--- src/common/clk_sel_pkg.sv ---
// Package with register map, field layout and types of the clock selection block.
package clk_sel_pkg;

   // ****************************************
   // Register map
   // ****************************************
   localparam logic [7:0] CLOCK_SOURCE_SELECT_ADDR = 8'hA9;
   localparam logic [7:0] HF_OSC_TRIM_ADDR         = 8'hB3;
   localparam logic [7:0] HF_OSC_CONTROL_ADDR      = 8'hB2;

   // ****************************************
   // Field layout and reset values
   // ****************************************
   localparam int         SRC_SEL_LSB      = 0;
   localparam int         TRIM_LSB         = 0;
   localparam int         HF_DIV_LSB       = 0;
   localparam int         SUSPEND_BIT      = 5;
   localparam logic [1:0] SRC_SEL_RESET    = 2'h0;
   localparam logic [1:0] HF_DIV_RESET     = 2'h3;
   localparam logic [6:0] TRIM_FACTORY_DEF = 7'h40;

   // ****************************************
   // Types
   // ****************************************
   typedef enum logic [1:0] {
      SRC_HF_OSC  = 2'h0,
      SRC_EXT_OSC = 2'h1,
      SRC_LF_OSC  = 2'h2,
      SRC_RSVD    = 2'h3
   } clk_src_t;

   typedef struct packed {
      logic       port0_match;
      logic       port1_match;
      logic       cmp0_enabled;
      logic       cmp0_out;
      logic       timer3_ovf;
   } wake_events_t;

   typedef struct packed {
      logic       wr;
      logic       rd;
      logic [7:0] addr;
      logic [7:0] wdata;
   } sfr_req_t;

endpackage : clk_sel_pkg

--- src/hw/system_clock_select.sv ---
// System clock source selection, high-frequency divider, trim and suspend control.
`timescale 1ns/1ps

module system_clock_select #(
   parameter logic [6:0] TRIM_FACTORY = clk_sel_pkg::TRIM_FACTORY_DEF
) (
   input  wire logic                      REF_CLK,
   input  wire logic                      RSTN,
   input  wire clk_sel_pkg::sfr_req_t     SFR_REQ,
   input  wire clk_sel_pkg::wake_events_t WAKE,
   input  wire logic                      HF_TICK,
   input  wire logic                      EXT_TICK,
   input  wire logic                      LF_TICK,
   output logic [7:0]                     SFR_RDATA,
   output logic                           SFR_RVALID,
   output logic [1:0]                     SYSTEM_CLOCK_SRC,
   output logic [1:0]                     HF_DIV_SEL,
   output logic [6:0]                     HF_TRIM,
   output logic                           HF_OSC_RUN,
   output logic                           SYSTEM_CLOCK_EN
);
   import clk_sel_pkg::*;

   // ****************************************
   // Register state
   // ****************************************
   logic [1:0] src_sel_reg;
   logic [1:0] src_sel_next;
   logic [1:0] active_src_reg;
   logic [1:0] hf_div_reg;
   logic [1:0] active_div_reg;
   logic [6:0] trim_reg;
   logic       suspend_reg;
   logic       trim_loaded_reg;
   logic [2:0] div_cnt_reg;
   logic       tick_sel;
   logic       div_wrap;
   logic       wake_any;
   logic       wr_sel;
   logic       wr_ctl;
   logic       wr_trim;

   // Ratio of the HF divider as a count mask: 1, 2, 4 or 8 ticks per clock.
   function automatic logic [2:0] div_mask(input logic [1:0] code);
      case (code)
         2'h0:    div_mask = 3'h0;
         2'h1:    div_mask = 3'h1;
         2'h2:    div_mask = 3'h3;
         default: div_mask = 3'h7;
      endcase
   endfunction : div_mask

   assign wr_sel  = SFR_REQ.wr && (SFR_REQ.addr == CLOCK_SOURCE_SELECT_ADDR);
   assign wr_ctl  = SFR_REQ.wr && (SFR_REQ.addr == HF_OSC_CONTROL_ADDR);
   assign wr_trim = SFR_REQ.wr && (SFR_REQ.addr == HF_OSC_TRIM_ADDR);

   // ****************************************
   // Clock source selector
   // ****************************************
   always_comb begin
      src_sel_next = src_sel_reg;
      if (wr_sel && (SFR_REQ.wdata[SRC_SEL_LSB +: 2] != SRC_RSVD)) begin
         src_sel_next = SFR_REQ.wdata[SRC_SEL_LSB +: 2];
      end
   end

   always_ff @(posedge REF_CLK or negedge RSTN) begin
      if (!RSTN) begin
         src_sel_reg <= SRC_SEL_RESET;
      end else begin
         src_sel_reg <= src_sel_next;
      end
   end

   // ****************************************
   // HF divider and suspend control
   // ****************************************
   // resets to divide by eight
   always_ff @(posedge REF_CLK or negedge RSTN) begin
      if (!RSTN) begin
         hf_div_reg <= HF_DIV_RESET;
      end else if (wr_ctl) begin
         hf_div_reg <= SFR_REQ.wdata[HF_DIV_LSB +: 2];
      end
   end

   assign wake_any = WAKE.port0_match || WAKE.port1_match
                  || (WAKE.cmp0_enabled && !WAKE.cmp0_out) || WAKE.timer3_ovf;

   // The wake event wins over a suspend write in the same cycle.
   always_ff @(posedge REF_CLK or negedge RSTN) begin
      if (!RSTN) begin
         suspend_reg <= 1'b0;
      end else if (suspend_reg && wake_any) begin
         suspend_reg <= 1'b0;
      end else if (wr_ctl && SFR_REQ.wdata[SUSPEND_BIT] && !wake_any) begin
         suspend_reg <= 1'b1;
      end
   end

   // ****************************************
   // Trim register
   // ****************************************
   // TRIM_FACTORY_DEF at reset, TRIM_FACTORY on the first clock after reset
   always_ff @(posedge REF_CLK or negedge RSTN) begin
      if (!RSTN) begin
         trim_reg        <= TRIM_FACTORY_DEF;
         trim_loaded_reg <= 1'b0;
      end else begin
         trim_loaded_reg <= 1'b1;
         if (!trim_loaded_reg) begin
            trim_reg <= TRIM_FACTORY;
         end else if (wr_trim) begin
            trim_reg <= SFR_REQ.wdata[TRIM_LSB +: 7];
         end
      end
   end

   // ****************************************
   // Glitch-free switching
   // ****************************************
   always_comb begin
      case (active_src_reg)
         SRC_HF_OSC:  tick_sel = HF_TICK && !suspend_reg;
         SRC_EXT_OSC: tick_sel = EXT_TICK;
         SRC_LF_OSC:  tick_sel = LF_TICK;
         default:     tick_sel = HF_TICK;
      endcase
   end

   assign div_wrap = (active_src_reg != SRC_HF_OSC)
                  || ((div_cnt_reg & div_mask(active_div_reg)) == div_mask(active_div_reg));

   always_ff @(posedge REF_CLK or negedge RSTN) begin
      if (!RSTN) begin
         div_cnt_reg <= 3'h0;
      end else if (tick_sel) begin
         div_cnt_reg <= div_wrap ? 3'h0 : div_cnt_reg + 3'h1;
      end
   end

   always_ff @(posedge REF_CLK or negedge RSTN) begin
      if (!RSTN) begin
         active_src_reg <= SRC_SEL_RESET;
         active_div_reg <= HF_DIV_RESET;
      end else if ((tick_sel && div_wrap) || (suspend_reg && active_src_reg == SRC_HF_OSC)) begin
         active_src_reg <= src_sel_reg;
         active_div_reg <= hf_div_reg;
      end
   end

   // ****************************************
   // Outputs
   // ****************************************
   always_ff @(posedge REF_CLK or negedge RSTN) begin
      if (!RSTN) begin
         SYSTEM_CLOCK_EN  <= 1'b0;
         SYSTEM_CLOCK_SRC <= SRC_SEL_RESET;
         HF_DIV_SEL <= HF_DIV_RESET;
         HF_TRIM    <= TRIM_FACTORY_DEF;
         HF_OSC_RUN <= 1'b1;
      end else begin
         SYSTEM_CLOCK_EN  <= tick_sel && div_wrap;
         SYSTEM_CLOCK_SRC <= active_src_reg;
         HF_DIV_SEL <= active_div_reg;
         HF_TRIM    <= trim_reg;
         HF_OSC_RUN <= !suspend_reg;
      end
   end

   always_ff @(posedge REF_CLK or negedge RSTN) begin
      if (!RSTN) begin
         SFR_RDATA  <= 8'h00;
         SFR_RVALID <= 1'b0;
      end else begin
         SFR_RVALID <= SFR_REQ.rd;
         case (SFR_REQ.addr)
            CLOCK_SOURCE_SELECT_ADDR: SFR_RDATA <= {6'h00, src_sel_reg};
            HF_OSC_TRIM_ADDR:         SFR_RDATA <= {1'b0, trim_reg};
            HF_OSC_CONTROL_ADDR:      SFR_RDATA <= {2'h0, suspend_reg, 3'h0, hf_div_reg};
            default:                  SFR_RDATA <= 8'h00;
         endcase
      end
   end

endmodule : system_clock_select

--- config.mk ---
export PLATFORM = sky130hd
export DESIGN_NAME = system_clock_select
export DESIGN_NICKNAME = d
export VERILOG_FILES = /design/src/common/clk_sel_pkg.sv /design/src/hw/system_clock_select.sv
export SDC_FILE = /design/constraint.sdc
export NUM_CORES = 1
export LEC_CHECK = 0
export ABC_CLOCK_PERIOD_IN_PS = 3400
export BUFFER_PORTS_ARGS = -buffer_cell sky130_fd_sc_hd__buf_2
export CORE_UTILIZATION = 45
export CTS_CLUSTER_SIZE = 28
export DETAILED_ROUTE_END_ITERATION = 16
export PLACE_DENSITY = 0.74
export SLEW_MARGIN = 25
export SYNTH_ARGS = -nofsm -noshare
export SYNTH_HDL_FRONTEND = slang
export SYNTH_SLANG_ARGS = --single-unit
--- constraint.sdc ---
create_clock -name REF_CLK -period 3.4 [get_ports REF_CLK]
set_clock_uncertainty 0.05 [all_clocks]
set_input_delay 0.85 -clock REF_CLK [delete_from_list [all_inputs] [get_ports REF_CLK]]
set_output_delay 0.85 -clock REF_CLK [all_outputs]
set_load 0.01 [all_outputs]
==> metrics.txt, run 1 <==
GRT busiest layer met2; drt first pass iters 4; synth unique cells 36; crit path cell chain buf_2, nand4bb_4, nor3_4, nand2_1, nand2_1, a21boi_0; max_cap viols 0; Resize count post-CTS 0; Synth Area in Compound Gates 0.123; Max Root-Sink Buffers 2; wire length per cell 12.1 um; outcome finished, final reports clean; initial antenna violation count 0; crit share post-route 0.581; GR Util met2 0.249; Boundary Pins 50; H-tree levels 2; CTS tree yes; CORE AREA 3390 um2; EDFF count, synth 0; via count 1103; final setup fails 0; drc violations 0; die width 61.8 um; VDD IR max 156 uV; Synth top area share 0.498; final hold vios 0; Sink Count 41; Synth Area in Simple Gates 0.156; mean area per synthesized cell 12.7 um2; HP Class register to register; Most Frequent Cell on Critical Path nand2_1; post-CTS setup buffer count 0; die area 3820 um2; slew margin rel. 0.437; Power Density 471 nW/um2; net count reported at finish 207; Final min period 1.97 ns; met1 usage 0.184; number of antenna diodes 0; startpoint types input port; asr flop ratio synth 1.00; top_reg_cell synth dfrtp_1; sequential area share after synthesis 0.645; yosys warns 0; final slew viol count 0; DR vias/cell 4.90; Req. time, crit path 3.59 ns; f_max 507 MHz; critical path peak fanout 15; Arr. time, crit path 2.17 ns; drt initial violations 40; RSZ-0062 raised after global routing false; met3 usage 0.0497; routability cong. 0.716; first-pass GRT wire length 4.16 mm; Synth Area in XOR/XNOR 0; vias in the first global route 956; DP Area 1880 um2; buffers added on ports 47; Rows 21; top cells by area, synth dfrtp_1, dfstp_2, nand3_1, a21boi_0, mux2_2; area grow syn2layout 20.6%; GRT Util Overall 0.154; P_leak 0.975 nW; Mapped Nets 156; starting density of the core 0.474; antenna viol nets, final 0; slowest CP cell nor3_4; Buf+Inv Stages, Crit Path 1; max incr delay on CP 0.48 ns; share of cells above drive strength 1 0.425; CP endpoint kind register; Clk pin slew, worst setup/hold paths 0.12 ns; Largest delay share family, worst path simple AND/OR/NAND/NOR gates; Root Driver clkbuf_4; Congestion Overflow GR 0; Fin Setup TNS 0 ns; fillcell total 283; Routed Wire Length 2.73 mm; Die Height 61.8 um; post-synthesis register bit count 41; Synth area leader dfrtp_1; Post-Syn Instances 127; worst slew pin tran 0.844 ns; main combinational cell family by area after synthesis simple AND/OR/NAND/NOR gates; design area 1940 um2; clock buffer count from CTS 5; worst skew pair latency 0.34 ns; hold_buf cts 0; largest net degree at the start of global routing 42; mux cell area share after synthesis 0.0342; detailed placement HPWL 2.05 mm; post-synthesis cell area 1610 um2; WS Path Type input port to register; Adder-Cell Fraction of Synth Area 0.00778
cells in the mapped netlist (2+ instances only):
library cell  count
and2_2            2
and2_1            4
dfstp_2           9
mux2_2            4
conb_1            2
a22o_1            3
dfrtp_1          32
a222oi_1          2
nor2b_1           2
o21ai_0           7
nor3_1            2
nor2_1            3
nand3_1           9
a21boi_0          6
nand2_1          12
inv_1             8
placed cells by master (no fill, tap or decap), types with 2 or more instances in the layout:
cell type  Yosys  routed
nor3_1         2       2
mux2_2         4       4
and2_1         4       4
a21boi_0       6       6
clkinv_2       0       2
a222oi_1       2       2
a22o_1         3       3
dfstp_2        9       9
clkbuf_4       0       5
buf_2          1      47
nor2b_1        2       2
and2_2         2       2
conb_1         2       2
nand3_1        9       9
o21ai_0        7       7
nor2_1         3       3
inv_1          8       8
nand2_1       12      12
dfrtp_1       32      32
cells by family (layout without fill, tap and decap cells):
| kind of cell | after synthesis | after routing |
|---|---|---|
| compound gates | 26 | 26 |
| flops | 41 | 41 |
| fa+ha+maj | 1 | 1 |
| other cells | 2 | 2 |
| simple gates | 41 | 41 |
| mux | 5 | 5 |
| buf+inv | 11 | 63 |
final cells by class:
cell class | count | area [um2] | share of cell area
Clock buffer | 5 | 37.5 | 0.0194
Clock inverter | 3 | 17.5 | 0.00903
Inverter | 8 | 30.0 | 0.0155
Multi-Input combinational cell | 75 | 524 | 0.270
Sequential cell | 41 | 1040 | 0.535
Tap cell | 46 | 57.6 | 0.0297
Timing Repair Buffer | 47 | 235 | 0.121
worst reg2reg max path, delay by kind of cell, from the launching register on:
family	cells	cell delay [ns]
AO/OA/AOI/OAI	3	0.61
buffers and inverters	1	0.04
flip-flops	1	0.59
multiplexers	1	0.36
through the flow:
step | hold slack [ns] | std cells | worst slack [ns] | utilization | power (mW)
4_1_cts | 0.332 | 225 | 1.40 | 0.572 | 0.924
5_1_grt | 0.336 | 225 | 1.27 | 0.572 | 0.964
2_1_floorplan | 0.308 | 127 | 1.43 | - | 0.639
3_5_place_dp | 0.314 | 217 | 1.02 | 0.556 | 0.695
6_report | 0.333 | 225 | 1.43 | 0.572 | 0.914
3_3_place_gp | 0.311 | 217 | 1.07 | 0.556 | 0.690
per-layer routing:
layer / up-vias / wire (um)
li1: 544 / -
met1: 505 / 1190
met2: 50 / 1320
met3: 4 / 199
met4: 0 / 22
met5: - / 0
report_power, final:
group	leakage (nW)	switching, mW	total [mW]	internal [mW]
Sequential	0.522	0.0251	0.548	0.523
Clock	0.0310	0.151	0.229	0.0780
Combinational	0.422	0.0739	0.137	0.0633
worst paths after layout:
path                                                from                            end  slack [ns]  depth (start not counted)
max reg2reg                active_div_reg[1]$_DFFE_PN1P_  active_div_reg[1]$_DFFE_PN1P_        1.68                          5
min reg2reg                      trim_reg[6]$_DFFE_PN1P_           HF_TRIM[6]$_DFF_PN1_        0.33                          0
min in group asynchronous                           RSTN         SFR_RDATA[1]$_DFF_PN0_        0.54                          1
max in group asynchronous                           RSTN     div_cnt_reg[1]$_DFFE_PN0P_        2.23                          1
min                              trim_reg[6]$_DFFE_PN1P_           HF_TRIM[6]$_DFF_PN1_        0.33                          0
max                                          SFR_REQ[14]        trim_reg[5]$_DFFE_PN0P_        1.43                          6
Power figures use the tool's default switching activity.
==> run 2, diff against run 1 <==
ABC_CLOCK_PERIOD_IN_PS = 1950   (was 3400)
clock period = 1.95 ns   (was 3.4 ns; I/O delays follow)
==> run 2 against run 1 <==
Net effect: setup slack worse by 1.2 ns; combinational power is 77% higher; count of clock-buffer cells in the layout is 1 higher; clock power is 150% higher; sequential power is 74% higher; flip-flop and latch count stayed put; critical endpoint is now active_div_reg[0]$_DFFE_PN1P_; register-to-register slack worse by 1.5 ns; critical path depth is 1 lower; global-route usage is 0.90 points higher; power is 93% higher.
==> metrics.txt, run 2 (synthesized netlist as in run 1, its figures left out) <==
outcome finished, final reports clean; crit share post-route 0.890; H-tree levels 2 (unchanged); via count 1131 (+2.5%); Rows 21 (unchanged); share of cells above drive strength 1 0.437 (+0.0126); die width 61.8 um (unchanged); design area 2000 um2 (+3.3%); VDD IR max 323 uV (+110%); CP endpoint kind register; CORE AREA 3390 um2 (unchanged); Non-Filler Instances 229 (+1.8%); buffers added on ports 47 (unchanged); antenna viol nets, final 0 (unchanged); Max Root-Sink Buffers 2 (unchanged); max_cap viols 0 (unchanged); largest net degree at the start of global routing 42 (unchanged); vias in the first global route 996 (+4.2%); wire length per cell 12.1 um (about the same); DR vias/cell 4.94 (+0.75%); routability cong. 0.707 (-1.2%); Resize count post-CTS 0 (unchanged); Die Height 61.8 um (unchanged); Fin Setup TNS 0 ns (unchanged); Clk pin slew, worst setup/hold paths 0.11 ns (about the same); HP Class input port to async pin; fillcell total 264 (-6.7%); drt first pass iters 6 (+2); most frequent cells in the layout buf_2, dfrtp_1, nand2_1; flip-flop and latch area 1040 um2 (unchanged); Root Driver clkbuf_4; clock buffer count from CTS 5 (unchanged); P_leak 1.01 nW (+3.6%); max incr delay on CP 0.58 ns (+0.10 ns); Final min period 1.74 ns; Routed Wire Length 2.78 mm (+1.7%); die area 3820 um2 (unchanged); RSZ-0062 raised after global routing false; worst skew pair latency 0.34 ns (about the same); f_max 576 MHz; Congestion Overflow GR 0 (unchanged); crit path cell chain inv_1, o21ai_0, a32oi_1, a22oi_2, mux2_2; post-CTS setup buffer count 0 (unchanged); Sink Count 41 (unchanged); startpoint types register; critical path peak fanout 5 (-10); placed cell count 221 (+1.8%); fin util 0.591 (+0.0188); Boundary Pins 50 (unchanged); starting density of the core 0.474 (unchanged); Power Density 881 nW/um2 (+87%); final setup fails 0 (unchanged); DP Area 1910 um2 (+1.6%); detailed placement HPWL 2.12 mm (+3.0%); Arr. time, crit path 1.97 ns (-0.20 ns); initial antenna violation count 0 (unchanged); WS Path Type register to register; area grow syn2layout 24.6%; final hold vios 0 (unchanged); commonest non-fill, non-tap cell in the layout buf_2; net count reported at finish 211 (+1.9%); slowest CP cell dfstp_2; number of antenna diodes 0 (unchanged); hold_buf cts 0 (unchanged); Largest delay share family, worst path compound AO/OA/AOI/OAI gates; GRT Util Overall 0.163 (+0.00898); Req. time, crit path 2.18 ns (-1.41 ns); Buf+Inv Stages, Crit Path 1 (unchanged); final slew viol count 0 (unchanged); drc violations 0 (unchanged); area of the multi-input gates 524 um2 (unchanged); first-pass GRT wire length 4.28 mm (+3.0%); CTS tree yes; drt initial violations 36 (-10%)
## run 2: cell types whose count changed in the layout (fill, tap and decap cells not counted)
cell | before | now
buf_4 | 0 | 4
clkbuf_8 | 0 | 1
bufinv_16 | 0 | 1
clkinv_2 | 2 | 0
## run 2: worst register-to-register path: stages, from the launching register on
cell and delay [ns]:
dfstp_2 0.58, inv_1 0.05, o21ai_0 0.20, a32oi_1 0.20, a22oi_2 0.23, mux2_2 0.37
## run 2: area by class of cell
| class | count | share of cell area |
|---|---|---|
| Sequential cell | 41 | 0.518 |
| Multi-Input combinational cell | 75 | 0.262 |
| Timing Repair Buffer | 51 | 0.132 |
| Tap cell | 46 | 0.0287 |
| Clock buffer | 6 | 0.0256 |
| Clock inverter | 2 | 0.0187 |
| Inverter | 8 | 0.0150 |
## run 2: path summary, 6_finish.rpt
check,startpoint,endpoint,slack [ns],depth (start not counted)
worst max-delay path,active_div_reg[1]$_DFFE_PN1P_,active_div_reg[0]$_DFFE_PN1P_,0.21,5
worst min-delay path,RSTN,SYSTEM_CLOCK_EN$_DFF_PN0_,0.13,2
worst max register to register,active_div_reg[1]$_DFFE_PN1P_,active_div_reg[0]$_DFFE_PN1P_,0.21,5
worst min register to register,trim_reg[6]$_DFFE_PN1P_,HF_TRIM[6]$_DFF_PN1_,0.33,0
max in group asynchronous,RSTN,hf_div_reg[1]$_DFFE_PN1P_,1.37,2
min in group REF_CLK,SFR_REQ[16],SFR_RVALID$_DFF_PN0_,0.20,1
## run 2: through the flow
step | total power [mW] | worst slack [ns] | hold slack, ns
2_1_floorplan | 1.11 | 0.342 | 0.142
3_3_place_gp | 1.20 | 0.171 | 0.311
3_5_place_dp | 1.22 | 0.160 | 0.316
4_1_cts | 1.78 | 0.228 | 0.132
5_1_grt | 1.86 | 0.0563 | 0.161
6_report | 1.76 | 0.214 | 0.125
## run 2: per-layer routing
| metal | global-route usage | up-vias | wire length, um |
|---|---|---|---|
| met5 | 0 | - | 0 |
| met4 | 0.105 | 0 | 62 |
| met3 | 0.0414 | 7 | 192 |
| met2 | 0.260 | 50 | 1340 |
| met1 | 0.198 | 521 | 1180 |
| li1 | - | 553 | - |
## run 2: report_power, final
| group | switching (mW) | internal (mW) | total [mW] |
|---|---|---|---|
| Combinational | 0.130 | 0.112 | 0.242 |
| Sequential | 0.0442 | 0.911 | 0.955 |
| Clock | 0.262 | 0.305 | 0.567 |
| Total | 0.437 | 1.33 | 1.76 |
